$ cat src/hw/serial_port_pkg.sv
// Purpose: shared constants of the four-mode serial port
// Assumes: aclk is the oscillator clock, 100 MHz
// Notes:   register offsets are byte addresses on a 32-bit AXI4-Lite bus
package serial_port_pkg;

	// rate figures
	localparam int OVERSAMPLE         = 16;
	localparam int OSC_DIV_MODE0      = 12;
	localparam int OSC_DIV_MODE2      = 64;
	localparam int OSC_DIV_MODE2_FAST = 32;
	localparam int T1_DIV_BASE        = 32;
	localparam int M2_TICK_DIV        = OSC_DIV_MODE2 / OVERSAMPLE;
	localparam int M2_TICK_DIV_FAST   = OSC_DIV_MODE2_FAST / OVERSAMPLE;
	localparam int T1_PRESCALE        = T1_DIV_BASE / OVERSAMPLE;

	// cycle counts
	localparam logic [3:0] M0_LAST   = 4'(OSC_DIV_MODE0 - 1);
	localparam logic [3:0] M0_HALF   = 4'(OSC_DIV_MODE0 / 2);
	localparam logic [3:0] BIT_LAST  = 4'(OVERSAMPLE - 1);
	localparam logic [3:0] START_MID = 4'(OVERSAMPLE / 2 - 1);
	localparam logic [3:0] BITS_8N   = 4'ha;
	localparam logic [3:0] BITS_9N   = 4'hb;
	localparam logic [3:0] RX_SAMPLES_LAST = 4'h8;
	localparam logic [2:0] M0_BITS_LAST    = 3'h7;

	// mode codes {mode_select_high, mode_select_low}
	localparam logic [1:0] MODE_SHIFT = 2'h0;
	localparam logic [1:0] MODE_8BIT  = 2'h1;

	// register byte offsets
	localparam logic [3:0] ADDR_CTRL   = 4'h0;
	localparam logic [3:0] ADDR_STATUS = 4'h4;
	localparam logic [3:0] ADDR_TXDATA = 4'h8;
	localparam logic [3:0] ADDR_RXDATA = 4'hc;

	// control register fields
	localparam int CTRL_MODE_LOW  = 0;
	localparam int CTRL_MODE_HIGH = 1;
	localparam int CTRL_RX_EN     = 2;
	localparam int CTRL_DBL_RATE  = 3;
	localparam int CTRL_TX_T2     = 4;
	localparam int CTRL_RX_T2     = 5;
	localparam int CTRL_TX_NINTH  = 6;

	// status register fields
	localparam int STAT_RX_DONE  = 0;
	localparam int STAT_TX_DONE  = 1;
	localparam int STAT_T2_OVF   = 2;
	localparam int STAT_RX_AVAIL = 3;
	localparam int STAT_TX_BUSY  = 4;

	// bus responses
	localparam logic [1:0] RESP_OKAY   = 2'h0;
	localparam logic [1:0] RESP_SLVERR = 2'h2;

endpackage

$ cat src/hw/rx_word_fifo.sv
// Purpose: small received-word buffer with valid/ready on both sides
// Assumes: single clock, synchronous active-low reset
// Notes:   in_ready drops when full so the receiver holds its word
`timescale 1ns/1ps
module rx_word_fifo #(
	parameter int WIDTH = 9,
	parameter int DEPTH = 2
) (
	// clock and reset
	input  wire logic             aclk,
	input  wire logic             aresetn,
	// filling side
	input  wire logic             in_valid,
	output logic                  in_ready,
	input  wire logic [WIDTH-1:0] in_data,
	// draining side
	output logic                  out_valid,
	input  wire logic             out_ready,
	output logic      [WIDTH-1:0] out_data
);
	localparam int PW = (DEPTH > 1) ? $clog2(DEPTH) : 1;
	localparam int CW = $clog2(DEPTH + 1);

	typedef struct packed {
		logic [DEPTH-1:0][WIDTH-1:0] mem;
		logic [PW-1:0]               wr;
		logic [PW-1:0]               rd;
		logic [CW-1:0]               count;
	} fifo_state_t;

	fifo_state_t s;
	fifo_state_t next_s;
	logic        push;
	logic        pop;

	assign in_ready  = s.count != CW'(DEPTH);
	assign out_valid = s.count != '0;
	assign out_data  = s.mem[s.rd];
	assign push      = in_valid && in_ready;
	assign pop       = out_valid && out_ready;

	always_comb begin
		next_s = s;
		if (push) begin
			next_s.mem[s.wr] = in_data;
			next_s.wr = (s.wr == PW'(DEPTH - 1)) ? '0 : s.wr + 1'b1;
		end
		if (pop) begin
			next_s.rd = (s.rd == PW'(DEPTH - 1)) ? '0 : s.rd + 1'b1;
		end
		if (push && !pop) begin
			next_s.count = s.count + 1'b1;
		end else if (pop && !push) begin
			next_s.count = s.count - 1'b1;
		end
	end

	always_ff @(posedge aclk) begin
		if (!aresetn) begin
			s <= '0;
		end else begin
			s <= next_s;
		end
	end
endmodule // rx_word_fifo

$ cat src/hw/baud_tick_gen.sv
// Purpose: 16x baudrate clock enable for one direction
// Assumes: timer overflows are one-cycle pulses on aclk
// Notes:   mode 0 makes no tick here; its shift clock is timed elsewhere
`timescale 1ns/1ps
module baud_tick_gen (
	// clock and reset
	input  wire logic       aclk,
	input  wire logic       aresetn,
	// configuration
	input  wire logic [1:0] mode,
	input  wire logic       double_rate_bit,
	input  wire logic       timer2_sel,
	// timer overflow pulses
	input  wire logic       timer1_overflow,
	input  wire logic       timer2_overflow,
	// 16x enable
	output logic            tick16
);
	typedef struct packed {
		logic [5:0] cnt;
		logic       half;
		logic       tick;
	} baud_state_t;

	baud_state_t s;
	baud_state_t next_s;
	logic [5:0]  m2_last;
	logic        m2_slow;

	assign m2_slow = mode == 2'h2 && !double_rate_bit;

	always_comb begin
		next_s = s;
		next_s.tick = 1'b0;
		m2_last = double_rate_bit ? 6'(serial_port_pkg::M2_TICK_DIV_FAST - 1)
		                          : 6'(serial_port_pkg::M2_TICK_DIV - 1);
		if (mode == serial_port_pkg::MODE_SHIFT) begin
			next_s.cnt = '0;
		end else if (!mode[0]) begin
			// fixed rate taken straight from the oscillator
			if (s.cnt >= m2_last) begin
				next_s.cnt = '0;
				next_s.tick = 1'b1;
			end else begin
				next_s.cnt = s.cnt + 6'h1;
			end
		end else if (timer2_sel) begin
			next_s.tick = timer2_overflow;
		end else if (timer1_overflow) begin
			// halving undone by the double-rate bit
			next_s.half = !s.half;
			next_s.tick = double_rate_bit || s.half;
		end
	end

	always_ff @(posedge aclk) begin
		if (!aresetn) begin
			s <= '0;
		end else begin
			s <= next_s;
		end
	end

	assign tick16 = s.tick;
endmodule // baud_tick_gen

$ cat src/hw/serial_port_four_mode.sv
// Purpose: four-mode full duplex serial port behind an AXI4-Lite slave
// Assumes: aclk is the oscillator; timer overflows are aclk pulses
// Notes:   receive pin is two-way in mode 0; transmit pin is its clock
//
// Register access over AXI4-Lite and the register offsets were decided locally.
`timescale 1ns/1ps
module serial_port_four_mode (
	// clock and reset
	input  wire logic        aclk,
	input  wire logic        aresetn,
	// axi4-lite write
	input  wire logic [3:0]  awaddr,
	input  wire logic        awvalid,
	output logic             awready,
	input  wire logic [31:0] wdata,
	input  wire logic [3:0]  wstrb,
	input  wire logic        wvalid,
	output logic             wready,
	output logic [1:0]       bresp,
	output logic             bvalid,
	input  wire logic        bready,
	// axi4-lite read
	input  wire logic [3:0]  araddr,
	input  wire logic        arvalid,
	output logic             arready,
	output logic [31:0]      rdata,
	output logic [1:0]       rresp,
	output logic             rvalid,
	input  wire logic        rready,
	// serial pins
	input  wire logic        rxd_in,
	output logic             rxd_out,
	output logic             rxd_oe,
	output logic             txd,
	// timer overflow pulses
	input  wire logic        timer1_overflow,
	input  wire logic        timer2_overflow,
	// interrupt request
	output logic             serial_irq
);
	typedef enum logic [1:0] {TX_IDLE, TX_SHIFT} tx_state_t;
	typedef enum logic [1:0] {RX_IDLE, RX_START, RX_DATA, RX_HOLD} rx_state_t;

	typedef struct packed {
		logic        mode_select_high;
		logic        mode_select_low;
		logic        rx_enable;
		logic        double_rate_bit;
		logic        tx_timer2_clock_select;
		logic        rx_timer2_clock_select;
		logic        tx_ninth;
		logic        receive_complete_flag;
		logic        transmit_complete_flag;
		logic        timer2_overflow_flag;
		logic        awready;
		logic        bvalid;
		logic [1:0]  bresp;
		logic        arready;
		logic        rvalid;
		logic [1:0]  rresp;
		logic [31:0] rdata;
		logic        rxd_s1;
		logic        rxd_s2;
		tx_state_t   tx_state;
		logic [10:0] tx_shift;
		logic [3:0]  tx_bits;
		logic [3:0]  tx_sub;
		logic        txd;
		logic        m0_active;
		logic        m0_is_tx;
		logic [3:0]  m0_cnt;
		logic [2:0]  m0_bits;
		logic [7:0]  m0_shift;
		logic        rxd_out;
		logic        rxd_oe;
		rx_state_t   rx_state;
		logic [3:0]  rx_sub;
		logic [3:0]  rx_bits;
		logic [8:0]  rx_shift;
		logic        irq;
	} port_state_t;

	port_state_t s;
	port_state_t next_s;
	logic [1:0]  mode;
	logic        nine_bit;
	logic        wr_go;
	logic        rd_go;
	logic        tx_load;
	logic        rx_pop;
	logic        tx_tick;
	logic        rx_tick;
	logic        fifo_in_valid;
	logic        fifo_in_ready;
	logic        fifo_out_valid;
	logic [8:0]  fifo_out_data;
	logic        rx_push;
	logic [7:0]  m0_next;

	assign mode     = {s.mode_select_high, s.mode_select_low};
	assign nine_bit = s.mode_select_high;
	assign wr_go    = s.awready && awvalid && wvalid;
	assign rd_go    = s.arready && arvalid;
	assign rx_pop   = rd_go && araddr == serial_port_pkg::ADDR_RXDATA;
	assign fifo_in_valid = s.rx_state == RX_HOLD;
	assign rx_push  = fifo_in_valid && fifo_in_ready;

	// each direction has its own baud source
	baud_tick_gen tx_baud (
		.aclk            (aclk),
		.aresetn         (aresetn),
		.mode            (mode),
		.double_rate_bit (s.double_rate_bit),
		.timer2_sel      (s.tx_timer2_clock_select),
		.timer1_overflow (timer1_overflow),
		.timer2_overflow (timer2_overflow),
		.tick16          (tx_tick)
	);
	baud_tick_gen rx_baud (
		.aclk            (aclk),
		.aresetn         (aresetn),
		.mode            (mode),
		.double_rate_bit (s.double_rate_bit),
		.timer2_sel      (s.rx_timer2_clock_select),
		.timer1_overflow (timer1_overflow),
		.timer2_overflow (timer2_overflow),
		.tick16          (rx_tick)
	);

	rx_word_fifo #(
		.WIDTH (9),
		.DEPTH (2)
	) rx_buf (
		.aclk      (aclk),
		.aresetn   (aresetn),
		.in_valid  (fifo_in_valid),
		.in_ready  (fifo_in_ready),
		.in_data   (s.rx_shift),
		.out_valid (fifo_out_valid),
		.out_ready (rx_pop),
		.out_data  (fifo_out_data)
	);

	always_comb begin
		next_s = s;
		tx_load = 1'b0;
		m0_next = s.m0_shift;
		next_s.rxd_s1 = rxd_in;
		next_s.rxd_s2 = s.rxd_s1;

		// write channel: accept address and data together, answer after
		next_s.awready = 1'b0;
		if (awvalid && wvalid && !s.awready && !s.bvalid) begin
			next_s.awready = 1'b1;
		end
		if (s.bvalid && bready) begin
			next_s.bvalid = 1'b0;
		end
		if (wr_go) begin
			next_s.bvalid = 1'b1;
			next_s.bresp = serial_port_pkg::RESP_OKAY;
			if (awaddr == serial_port_pkg::ADDR_CTRL) begin
				if (wstrb[0]) begin
					next_s.mode_select_low = wdata[serial_port_pkg::CTRL_MODE_LOW];
					next_s.mode_select_high = wdata[serial_port_pkg::CTRL_MODE_HIGH];
					next_s.rx_enable = wdata[serial_port_pkg::CTRL_RX_EN];
					next_s.double_rate_bit = wdata[serial_port_pkg::CTRL_DBL_RATE];
					next_s.tx_timer2_clock_select = wdata[serial_port_pkg::CTRL_TX_T2];
					next_s.rx_timer2_clock_select = wdata[serial_port_pkg::CTRL_RX_T2];
					next_s.tx_ninth = wdata[serial_port_pkg::CTRL_TX_NINTH];
				end
			end else if (awaddr == serial_port_pkg::ADDR_STATUS) begin
				// write one to clear; hardware sets below win
				if (wstrb[0] && wdata[serial_port_pkg::STAT_RX_DONE]) begin
					next_s.receive_complete_flag = 1'b0;
				end
				if (wstrb[0] && wdata[serial_port_pkg::STAT_TX_DONE]) begin
					next_s.transmit_complete_flag = 1'b0;
				end
				if (wstrb[0] && wdata[serial_port_pkg::STAT_T2_OVF]) begin
					next_s.timer2_overflow_flag = 1'b0;
				end
			end else if (awaddr == serial_port_pkg::ADDR_TXDATA) begin
				// a write while busy is dropped, not queued
				tx_load = wstrb[0] && s.tx_state == TX_IDLE && !s.m0_active;
			end else begin
				next_s.bresp = serial_port_pkg::RESP_SLVERR;
			end
		end

		// read channel
		next_s.arready = 1'b0;
		if (arvalid && !s.arready && !s.rvalid) begin
			next_s.arready = 1'b1;
		end
		if (s.rvalid && rready) begin
			next_s.rvalid = 1'b0;
		end
		if (rd_go) begin
			next_s.rvalid = 1'b1;
			next_s.rresp = serial_port_pkg::RESP_OKAY;
			next_s.rdata = 32'h0;
			if (araddr == serial_port_pkg::ADDR_CTRL) begin
				next_s.rdata[6:0] = {s.tx_ninth, s.rx_timer2_clock_select,
					s.tx_timer2_clock_select, s.double_rate_bit, s.rx_enable,
					s.mode_select_high, s.mode_select_low};
			end else if (araddr == serial_port_pkg::ADDR_STATUS) begin
				next_s.rdata[4:0] = {s.tx_state == TX_SHIFT || s.m0_active,
					fifo_out_valid, s.timer2_overflow_flag,
					s.transmit_complete_flag, s.receive_complete_flag};
			end else if (araddr == serial_port_pkg::ADDR_RXDATA) begin
				next_s.rdata[8:0] = fifo_out_valid ? fifo_out_data : 9'h0;
			end else if (araddr != serial_port_pkg::ADDR_TXDATA) begin
				next_s.rresp = serial_port_pkg::RESP_SLVERR;
			end
		end

		// timer 2 as baud source keeps its overflow flag quiet
		if (timer2_overflow && !(s.tx_timer2_clock_select
			|| s.rx_timer2_clock_select)) begin
			next_s.timer2_overflow_flag = 1'b1;
		end

		// asynchronous transmitter, 16 ticks per bit
		case (s.tx_state)
			TX_IDLE: begin
				if (tx_load && mode != serial_port_pkg::MODE_SHIFT) begin
					next_s.tx_shift = {1'b1, nine_bit ? s.tx_ninth : 1'b1,
						wdata[7:0], 1'b0};
					next_s.tx_bits = nine_bit ? serial_port_pkg::BITS_9N
					                          : serial_port_pkg::BITS_8N;
					next_s.tx_sub = 4'h0;
					next_s.tx_state = TX_SHIFT;
				end
			end
			default: begin
				if (tx_tick) begin
					if (s.tx_sub == serial_port_pkg::BIT_LAST) begin
						next_s.tx_sub = 4'h0;
						next_s.tx_shift = {1'b1, s.tx_shift[10:1]};
						next_s.tx_bits = s.tx_bits - 4'h1;
						if (s.tx_bits == 4'h1) begin
							next_s.tx_state = TX_IDLE;
							next_s.transmit_complete_flag = 1'b1;
						end
					end else begin
						next_s.tx_sub = s.tx_sub + 4'h1;
					end
				end
			end
		endcase

		// asynchronous receiver: start, then nine samples at bit centres
		case (s.rx_state)
			RX_IDLE: begin
				if (mode != serial_port_pkg::MODE_SHIFT && s.rx_enable
					&& rx_tick && !s.rxd_s2) begin
					next_s.rx_sub = 4'h0;
					next_s.rx_state = RX_START;
				end
			end
			RX_START: begin
				if (rx_tick) begin
					if (s.rx_sub == serial_port_pkg::START_MID) begin
						// a glitch shorter than half a bit is not a start
						next_s.rx_state = s.rxd_s2 ? RX_IDLE : RX_DATA;
						next_s.rx_sub = 4'h0;
						next_s.rx_bits = 4'h0;
					end else begin
						next_s.rx_sub = s.rx_sub + 4'h1;
					end
				end
			end
			RX_DATA: begin
				if (rx_tick) begin
					if (s.rx_sub == serial_port_pkg::BIT_LAST) begin
						next_s.rx_sub = 4'h0;
						next_s.rx_shift = {s.rxd_s2, s.rx_shift[8:1]};
						next_s.rx_bits = s.rx_bits + 4'h1;
						if (s.rx_bits == serial_port_pkg::RX_SAMPLES_LAST) begin
							next_s.rx_state = RX_HOLD;
						end
					end else begin
						next_s.rx_sub = s.rx_sub + 4'h1;
					end
				end
			end
			default: begin
				// held here while the buffer is full, so this word is kept; no new start is seen meanwhile
				if (rx_push) begin
					next_s.rx_state = RX_IDLE;
					next_s.receive_complete_flag = 1'b1;
				end
			end
		endcase

		// mode 0 shift register, one bit every twelve oscillator clocks
		if (!s.m0_active) begin
			if (mode == serial_port_pkg::MODE_SHIFT && tx_load) begin
				next_s.m0_active = 1'b1;
				next_s.m0_is_tx = 1'b1;
				next_s.m0_shift = wdata[7:0];
				next_s.m0_cnt = 4'h0;
				next_s.m0_bits = 3'h0;
			end else if (mode == serial_port_pkg::MODE_SHIFT && s.rx_enable
				&& !s.receive_complete_flag && s.rx_state == RX_IDLE) begin
				next_s.m0_active = 1'b1;
				next_s.m0_is_tx = 1'b0;
				next_s.m0_cnt = 4'h0;
				next_s.m0_bits = 3'h0;
			end
		end else if (s.m0_cnt == serial_port_pkg::M0_LAST) begin
			// data is sampled or advanced on the falling shift clock
			m0_next = s.m0_is_tx ? {1'b1, s.m0_shift[7:1]}
			                     : {s.rxd_s2, s.m0_shift[7:1]};
			next_s.m0_shift = m0_next;
			next_s.m0_cnt = 4'h0;
			next_s.m0_bits = s.m0_bits + 3'h1;
			if (s.m0_bits == serial_port_pkg::M0_BITS_LAST) begin
				next_s.m0_active = 1'b0;
				if (s.m0_is_tx) begin
					next_s.transmit_complete_flag = 1'b1;
				end else begin
					next_s.rx_shift = {1'b0, m0_next};
					next_s.rx_state = RX_HOLD;
				end
			end
		end else begin
			next_s.m0_cnt = s.m0_cnt + 4'h1;
		end

		// pins
		if (mode == serial_port_pkg::MODE_SHIFT) begin
			next_s.txd = !(next_s.m0_active
				&& next_s.m0_cnt < serial_port_pkg::M0_HALF);
		end else begin
			next_s.txd = next_s.tx_shift[0];
		end
		next_s.rxd_oe = next_s.m0_active && next_s.m0_is_tx;
		next_s.rxd_out = next_s.m0_shift[0];
		next_s.irq = next_s.receive_complete_flag
			|| next_s.transmit_complete_flag;
	end

	always_ff @(posedge aclk) begin
		if (!aresetn) begin
			s <= '0;
			s.tx_shift <= 11'h7ff;
			s.txd <= 1'b1;
			s.rxd_s1 <= 1'b1;
			s.rxd_s2 <= 1'b1;
		end else begin
			s <= next_s;
		end
	end

	assign awready    = s.awready;
	assign wready     = s.awready;
	assign bvalid     = s.bvalid;
	assign bresp      = s.bresp;
	assign arready    = s.arready;
	assign rvalid     = s.rvalid;
	assign rresp      = s.rresp;
	assign rdata      = s.rdata;
	assign txd        = s.txd;
	assign rxd_out    = s.rxd_out;
	assign rxd_oe     = s.rxd_oe;
	assign serial_irq = s.irq;
endmodule // serial_port_four_mode

$ cat config.mk
export PLATFORM = sky130hd
export DESIGN_NAME = serial_port_four_mode
export DESIGN_NICKNAME = d
export VERILOG_FILES = /design/src/hw/serial_port_pkg.sv /design/src/hw/rx_word_fifo.sv /design/src/hw/baud_tick_gen.sv /design/src/hw/serial_port_four_mode.sv
export SDC_FILE = /design/constraint.sdc
export NUM_CORES = 1
export LEC_CHECK = 0
export ABC_AREA = 1
export BUFFER_PORTS_ARGS = -buffer_cell sky130_fd_sc_hd__buf_2
export CAP_MARGIN = 20
export CORE_MARGIN = 2
export CORE_UTILIZATION = 40
export CTS_BUF_LIST = sky130_fd_sc_hd__clkbuf_8
export CTS_CLUSTER_DIAMETER = 60
export DETAILED_ROUTE_END_ITERATION = 10
export GPL_ROUTABILITY_DRIVEN = 0
export GPL_TIMING_DRIVEN = 0
export HOLD_SLACK_MARGIN = 0.12
export PLACE_DENSITY = 0.72
export SLEW_MARGIN = 20
export SYNTH_ARGS = -nofsm -noshare
export SYNTH_HDL_FRONTEND = slang
export SYNTH_SLANG_ARGS = --single-unit
$ cat constraint.sdc
create_clock -name aclk -period 3.6 [get_ports aclk]
set_clock_uncertainty 0.15 [all_clocks]
set_input_delay 0.36 -clock aclk [delete_from_list [all_inputs] [get_ports aclk]]
set_output_delay 0.36 -clock aclk [all_outputs]
set_load 0.005 [all_outputs]
* Word-level counts from Yosys, hierarchy flattened
Cells that the tools add are included.
** Word-level totals
- Input bits :: 54
- Output and inout port bits :: 45
- Register bits :: 127
- Logic and storage cells :: 282
** Cells by class
- Order comparisons :: 6
- Add/sub/neg operators :: 12
- Equal/unequal tests :: 25
- Multiplexer cells :: 104
- Reduce and logical (&&, ||, !) cells :: 83
- Bitwise operators :: 4
** Operators by type and width (number)
- two-way mux 9 bit :: 12
- two-way mux 21 bit :: 3
- two-way mux 2 bit :: 21
- two-way mux 1 bit :: 39
- two-way mux 35 bit :: 1
- logical AND 1 bit :: 32
- nonzero test 2 bit :: 13
- equality test 4 bit (second input constant) :: 6
- two-way mux 4 bit :: 6
- AND reduction 4 bit :: 5
- two-way mux 19 bit :: 1
- bitwise mux 18 bit :: 1
- two-way mux 6 bit :: 3
- two-way mux 17 bit :: 1
- adder 4 x 1 -> 4 bit (second input constant) :: 4
- two-way mux 8 bit :: 2
- two-way mux 15 bit :: 1
- logical NOT 1 bit :: 13
- two-way mux 13 bit :: 1
- adder 6 x 1 -> 6 bit (second input constant) :: 2
- equality test 4 x 3 -> 1 bit (second input constant) :: 3
- greater-or-equal comparator 6 bit :: 2
- two-way mux 3 bit :: 4
- one-hot mux 4 bit (3 select lines) :: 1
- 32 further kinds :: 57

* Logic depth before layout (Yosys ltp)
Gate-level depths: netlist of the first run.
- Word-level depth :: 14
- Gate-level depth with buffers :: 13
- Gate-level depth less buffers :: 13

* Modules after synthesis
A second synthesis of the first run with hierarchy kept.
** Second synthesis, totals
- Cell total of the unflattened synthesis :: 862
- Area, all modules :: 6273.5 um^2
** Modules (own cells, without submodules)
- serial_port_four_mode :: area each 4450.5 um^2, cells each 605, seq. area each 1721.7 um^2, instances 1
- rx_word_fifo :: area each 1059.8 um^2, cells each 165, seq. area each 440.4 um^2, instances 1
- baud_tick_gen :: area each 381.6 um^2, cells each 46, seq. area each 160.2 um^2, instances 2

* Worst setup path before layout of the first run
OpenSTA, ideal clock, no wires.
- Path type :: input to register
- From :: input araddr[1]
- To :: register rx_buf.s[1] (netlist bit)
- Setup slack :: 1.798 ns
- Setup time :: 0.122 ns
- Arrival time :: 1.530 ns
- Required time :: 3.328 ns
- Path buffers :: 0
- Cell stages on the path :: 9
- Cell sequence :: nor2_1 nand2_1 nor2_1 nand3_1 ha_1 a21oi_1 o21ai_0 o21ai_0 a21oi_1
** Between the ends
- Word-level cells in the longest chain between the ends :: 6
- Elaborated cells on any way between the ends :: 8
- Classes of those cells :: eq/ne (1); mux (1); reduce/logical (6)
** RTL lines
- start, declared :: RTL line serial_port_four_mode.sv:23 : input wire logic [3:0] araddr,
- equality test 4 bit (*) :: RTL line serial_port_four_mode.sv:104 : assign rx_pop = rd_go && araddr == serial_port_pkg::ADDR_RXDATA;
- logical AND 1 bit (*) :: RTL line serial_port_four_mode.sv:104
- logical AND 1 bit (*) :: RTL line rx_word_fifo.sv:40 : assign pop = out_valid && out_ready;
- logical NOT 1 bit :: RTL line rx_word_fifo.sv:51 : if (push && !pop) begin
- logical AND 1 bit :: RTL line rx_word_fifo.sv:51
- two-way mux 2 bit / nonzero test 2 bit (equally long branches)
- end signal, assigned :: RTL line rx_word_fifo.sv:62 : s <= next_s;
- end, declared :: RTL line rx_word_fifo.sv:31 : fifo_state_t s;
Mark *: on every way between the ends. The rest lies on a longest branch, timed or not.
A chain may end at the register's enable or synchronous reset.

* Worst setup path in the final report of the first run
- From :: input araddr[0]
- To :: register rx_buf.s[1] (netlist bit)
The elaborated chain is that of the path after synthesis.

==> impl_metrics.env, run 1 <==
export IMPL_outcome="complete, no violations"
export IMPL_die_h_microns=126
export IMPL_r2r_start="rx_buf.s[2]"
export IMPL_synth_top_cells_by_area="dfxtp_1 (42%), nand2_1 (10%), o21ai_0 (5.4%)"
export IMPL_layout_drive_gt1_share=0.187
export IMPL_layout_nets=963
export IMPL_yosysTopAreaCell="dfxtp_1"
export IMPL_syn_area_sq_um=5960
export IMPL_post_route_min_period_ns=2.15
export IMPL_finalSetupViolations=0
export IMPL_synth_top_cell_area_share=0.417
export IMPL_root_buffer="clkbuf_8"
export IMPL_cts_sinks=124
export IMPL_final_common_cell="nand2_1"
export IMPL_final_setup_tns_ns=0
export IMPL_diodes=0
export IMPL_clk_path_buf_depth=2
export IMPL_worstPathMaxFanout=4
export IMPL_grt_pass1_vias=4716
export IMPL_ys_ff_latch=124
export IMPL_tritoncts="yes"
export IMPL_syn_inst=784
export IMPL_cp_arrival_ns=2.33
export IMPL_rrSetupSlack_ns=1.58
export IMPL_cts_setup_buffers=0
export IMPL_grt_pass1_wl_mm=23.3
export IMPL_area_growth_pct=19.3
export IMPL_r2r_cells=7
export IMPL_vdd_drop_max_uv=236
export IMPL_cts_made_buffers=17
export IMPL_ios=99
export IMPL_synth_cell_types=47
export IMPL_postLayoutCoreUtil=0.489
export IMPL_finalPower_mw=2.83
export IMPL_final_hold_viol_count=0
export IMPL_overflow=0
export IMPL_final_max_slew_viol_count=0
export IMPL_synth_yosys_seq_area_share=0.417
export IMPL_drtAntennaViolNets=0
export IMPL_holdPathEnd="s[108]"
export IMPL_via_count=5282
export IMPL_dr_first_iter_drc_count=351
export IMPL_core_rowCount=44
export IMPL_finalWorstSetupSlack_ns=1.45
export IMPL_hold_start="awaddr[3]"
export IMPL_post_route_period_util=0.598
export IMPL_routed_wl_mm=14.2
export IMPL_grtUsageTotal=0.184
export IMPL_dp_hpwl_mm=10.5
export IMPL_drc_errors=0
export IMPL_tightestPinTransition_ns=0.759
export IMPL_yosysWarnings=0
export IMPL_hold_path_class="in -> reg"
export IMPL_place_area_sq_um=6500
export IMPL_clk_latency_ns=0.45
export IMPL_chipWidth_microns=126
export IMPL_endpoint_kind="flip-flop"
export IMPL_grt_start_max_net_pins=17
export IMPL_firstDrtPassIters=5
export IMPL_final_design_area_no_fill_sq_um=7110
export IMPL_required_ns=3.78
export IMPL_avgSynthCellArea_sq_um=7.60
export IMPL_cts_resized=0
export IMPL_max_freq_mhz=465
export IMPL_p_leak_nw=3.11
export IMPL_slew_headroom=0.494
export IMPL_start_util=0.410
export IMPL_htreeDepth=4
export IMPL_vias_per_cell=4.85
export IMPL_layout_common_cells="nand2_1 (163), dfxtp_1 (124), inv_1 (76)"
export IMPL_start_kind="input port"
export IMPL_reg2reg_to="rdata[3]"
export IMPL_die_area_sq_um=15900
export IMPL_wl_per_cell_microns=13.1
export IMPL_crit_type="in -> reg"
export IMPL_rsz0062_at_grt="no"
export IMPL_numPortBuffers=45
export IMPL_grt_antenna_before_repair=0
export IMPL_core_area_sq_um=14500
export IMPL_holdPathStages=4
export IMPL_cap_violations=0
export IMPL_clk_pin_slew_worst_paths_ns=0.08
export IMPL_dp_slack_ns=1.51
export IMPL_power_density_nw_per_um2=398
-- synthesized netlist by cell type, drive strengths merged --
cell and number:
nor4 2, o22ai 2, xor2 9, a22oi 1
nand4 9, a31oi 23, o31ai 2, nor2 77
clkinv 1, ha 18, o21ai 66, o211a 1
buf 53, nor3b 1, a211oi 12, conb 1
inv 87, or2 5, a31o 1, nor3 12
o2111ai 8, nand3 28, a21oi 54, and3 1
clkbuf 12, nand2 170, o211ai 4, dfxtp 124
-- per-stage QoR --
step / hold slack [ns] / std cells
2_1_floorplan: 0.243 / 808
3_3_place_gp: 0.248 / 1037
3_5_place_dp: 0.248 / 1037
4_1_cts: 0.120 / 1088
5_1_grt: 0.151 / 1088
6_report: 0.151 / 1088
-- cell families after synthesis --
logic type	share of synthesized area
AO/OA/AOI/OAI	0.171
AND/OR/NAND/NOR	0.228
buffers and inverters	0.133
adder cells (fa/ha/maj)	0.0378
XOR/XNOR	0.0132
flip-flops	0.417
other	0.000630
-- worst max-delay path, cell delays in order --
cell and delay, ns:
dlygate4sd3_1 0.53, buf_2 0.12, nor2_1 0.21, nand2_1 0.11
nor2_1 0.13, nand3_1 0.11, ha_1 0.34, a21oi_1 0.11
o21ai_0 0.11, o21ai_0 0.16, a21oi_1 0.05
-- flip-flops by register name (all words and copies together) (netlist names), 7 cells and up --
register and count:
rdata 9, tx_baud.s 7, s 65, rx_baud.s 7, rx_buf.s 22
-- cell type report --
| class | instances | area (sq um) |
|---|---|---|
| fillers | 1495 | 7430 |
| multi-input cells | 531 | 2770 |
| flip-flops and latches | 124 | 2480 |
| plain buffers | 65 | 450 |
| repair buffers | 64 | 415 |
| inverters | 88 | 340 |
| clock buffers | 18 | 248 |
| well taps | 184 | 230 |
| clock inverters | 14 | 168 |
-- timing repair --
action / 4_1_cts / 5_1_grt
hold buffers: 19 / 0
endpoints found under the hold margin: 26 / 0
setup endpoints to repair: 0 / 0
-- how the worst max path moves through the flow --
stage	start	endpoint	slack, ns	depth (start not counted)
after floorplan	araddr[1]	rx_buf.s[1]	1.80	9
after global placement	araddr[1]	rx_buf.s[1]	1.55	10
after detailed placement	araddr[1]	rx_buf.s[1]	1.51	10
after CTS	araddr[0]	rx_buf.s[1]	1.47	11
after global routing	araddr[0]	rx_buf.s[1]	1.22	11
final	araddr[0]	rx_buf.s[1]	1.45	11
-- metal layers --
layer	GRT usage	vias to the layer above	share of wire
met4	0.0705	0	0.019
met1	0.246	2395	0.47
met5	0	-	0
met2	0.289	128	0.46
li1	-	2738	-
met3	0.0416	21	0.052
-- power breakdown --
| part | switching, mW | total, mW | internal [mW] |
|---|---|---|---|
| Sequential | 0.00734 | 1.39 | 1.38 |
| Combinational | 0.0922 | 0.164 | 0.0714 |
| Clock | 0.574 | 1.27 | 0.701 |
(Power assumes the default switching activity.)
==> run 2, diff against run 1 <==
Settings changed: ABC_AREA 1 to 0.
Clock period 3.6 ns to 2.25 ns, I/O delays scaled along.
==> run 2 against run 1 <==
Non-clock buffer count up 27. Worst setup slack worse by 1.4 ns. Sequential power up 60%. Routed wire length up 6.8%. Flip-flop and latch count unchanged. Combinational power up 77%. Largest power group unchanged. Highest routed layer unchanged.
==> impl_metrics.env, run 2 <==
export IMPL_r2r_start="s[18]"
export IMPL_vias_per_cell=5.34
export IMPL_whs_ns=0.147
export IMPL_rsz0062_at_grt="yes"
export IMPL_avgSynthCellArea_sq_um=8.90
export IMPL_layout_drive_gt1_share=0.185
export IMPL_core_rowCount=44
export IMPL_async_flop_share=0
export IMPL_layout_nets=881
export IMPL_synth_edff_count=0
export IMPL_synth_cell_types=66
export IMPL_ios=99
export IMPL_finalSetupViolations=0
export IMPL_synth_top_flop_cell="dfxtp_1"
export IMPL_tightestPinTransition_ns=0.826
export IMPL_outcome="complete, no violations"
export IMPL_required_ns=2.46
export IMPL_final_max_slew_viol_count=0
export IMPL_firstDrtPassIters=5
export IMPL_routed_wl_mm=15.2
export IMPL_place_area_sq_um=6610
export IMPL_dr_first_iter_drc_count=468
export IMPL_final_design_area_no_fill_sq_um=7430
export IMPL_grt_pass1_vias=4828
export IMPL_syn_area_sq_um=6060
export IMPL_endpoint_kind="flip-flop"
export IMPL_synth_top_cell_area_share=0.410
export IMPL_crit_type="reg -> reg"
export IMPL_tritoncts="yes"
export IMPL_r2r_cells=7
export IMPL_post_route_min_period_ns=2.19
export IMPL_root_buffer="clkbuf_8"
export IMPL_die_area_sq_um=16200
export IMPL_cpMaxStageDelayCell="or3b_2"
export IMPL_netlist_top_cells_count="dfxtp_1 (124), nor2_1 (76), a21oi_1 (45), mux2i_1 (45), nand2_1 (41)"
export IMPL_syn_inst=681
export IMPL_wl_per_cell_microns=15.1
export IMPL_slew_headroom=0.444
export IMPL_clk_latency_ns=0.44
export IMPL_max_flop_register="s"
export IMPL_numPortBuffers=46
export IMPL_clk_pin_slew_worst_paths_ns=0.06
export IMPL_crit_chain="inv_1 > ha_1 > buf_2 > o211ai_1 > a31oi_1 > or3b_2 > o32ai_2"
export IMPL_yosysTopAreaCell="dfxtp_1"
export IMPL_diodes=0
export IMPL_start_kind="flip-flop"
export IMPL_htreeDepth=4
export IMPL_grtUsageTotal=0.190
export IMPL_grt_start_max_net_pins=17
export IMPL_cap_violations=0
export IMPL_area_growth_pct=22.6
export IMPL_post_route_period_util=0.971
export IMPL_final_hold_viol_count=0
export IMPL_critPathMaxStageDelay_ns=0.50
export IMPL_cts_sinks=124
export IMPL_postLayoutCoreUtil=0.507
export IMPL_synth_top_cells_by_area="dfxtp_1 (41%), mux2i_1 (7.4%), buf_4 (5.0%)"
export IMPL_core_area_sq_um=14600
export IMPL_worstPathMaxFanout=9
export IMPL_drc_errors=0
export IMPL_overflow=0
export IMPL_clk_path_buf_depth=2
export IMPL_hold_path_class="in -> reg"
export IMPL_p_leak_nw=2.90
export IMPL_ys_ff_latch=124
export IMPL_yosysMostFrequentCell="dfxtp_1"
export IMPL_start_util=0.414
export IMPL_vdd_drop_max_uv=409
export IMPL_dp_hpwl_mm=10.7
export IMPL_cp_arrival_ns=2.39
export IMPL_cp_startpoint="s[18]"
export IMPL_finalPower_mw=4.42
export IMPL_cts_made_buffers=17
export IMPL_grt_antenna_before_repair=0
export IMPL_via_count=5371
export IMPL_yosysWarnings=0
export IMPL_power_density_nw_per_um2=595
export IMPL_largest_register_ff_count=65
export IMPL_layout_common_cells="dfxtp_1 (123), nor2_1 (75), buf_2 (51)"
export IMPL_drtAntennaViolNets=0
export IMPL_grt_pass1_wl_mm=24.3
export IMPL_die_h_microns=127
export IMPL_hold_start="araddr[1]"
export IMPL_final_common_cell="dfxtp_1"
export IMPL_synth_yosys_seq_area_share=0.410
export IMPL_max_freq_mhz=458
export IMPL_chipWidth_microns=127
export IMPL_holdPathStages=4
-- run 2: cell types whose count changed in the layout (fill, tap and decap cells not counted), moves of 9 or more --
cell,change
mux2i_1,+45
dlygate4sd3_1,+16
a31oi_1,-16
nand2_1,-122
inv_1,-53
a221oi_1,+9
xnor2_1,+10
nand3_1,+10
inv_2,-9
o21ai_0,-40
-- run 2: path summary, 6_finish.rpt --
kind	end	slack (ns)
setup / recovery	s[17]	0.06
hold / removal	rdata[3]	0.15
setup reg to reg	s[17]	0.06
hold reg to reg	rx_buf.s[17]	0.31
-- run 2: cell families (layout without fill, tap and decap cells) --
family,count (synthesis),in the layout,synth area share
DFF,124,124,0.410
and+or+nand+nor,241,241,0.207
other,1,25,0.000619
muxes,45,45,0.0743
AOI/OAI and AO/OA,145,145,0.161
adders and majority gates,18,18,0.0372
buffers and inverters,87,204,0.0811
xor gates and xnor gates,20,20,0.0289
-- run 2: metrics by stage --
| stage | TNS, ns | setup slack (ns) | instances |
|---|---|---|---|
| 2_1_floorplan | 0 | 0.120 | 705 |
| 3_3_place_gp | -0.293 | -0.272 | 935 |
| 3_5_place_dp | -0.274 | -0.271 | 935 |
| 4_1_cts | 0 | 0.00286 | 1003 |
| 5_1_grt | -0.204 | -0.0463 | 1006 |
| 6_report | 0 | 0.0644 | 1006 |
-- run 2: area by class of cell --
cell class / instances / area, sq um
Buffer: 69 / 434
Clock buffer: 17 / 234
Clock inverter: 15 / 144
Fill cell: 1386 / 7220
Inverter: 16 / 60.1
Multi-Input combinational cell: 494 / 3210
Sequential cell: 124 / 2480
Tap cell: 184 / 230
Timing Repair Buffer: 87 / 631
-- run 2: power by group --
| group | switching (mW) | internal, mW | total [mW] |
|---|---|---|---|
| logic | 0.153 | 0.139 | 0.291 |
| registers | 0.0119 | 2.21 | 2.22 |
| clock network | 0.849 | 1.06 | 1.91 |
-- run 2: what timing repair did --
action / in CTS / in global routing
setup buffers: 0 / 5
endpoints found under the setup margin: 2 / 14
gates resized for setup: 4 / 14
hold endpoints to repair: 46 / 0
hold buffers: 36 / 0
pin swaps: 0 / 3
-- run 2: critical path: cells and delay by family (launching register included) --
kind,cells,cell delay (ns)
flip-flops,1,0.35
AND/OR/NAND/NOR,1,0.50
buffers and inverters,2,0.28
AO/OA/AOI/OAI,3,0.68
adder cells (fa/ha/maj),1,0.14
-- run 2: per-layer routing --
metal  global-route usage  wire length [microns]  vias to the layer above
met5                    0                      0                        -
met4               0.0705                    267                        0
met3               0.0465                   1040                       28
met2                0.281                   6490                      189
met1                0.268                   7420                     2495
li1                     -                      -                     2659
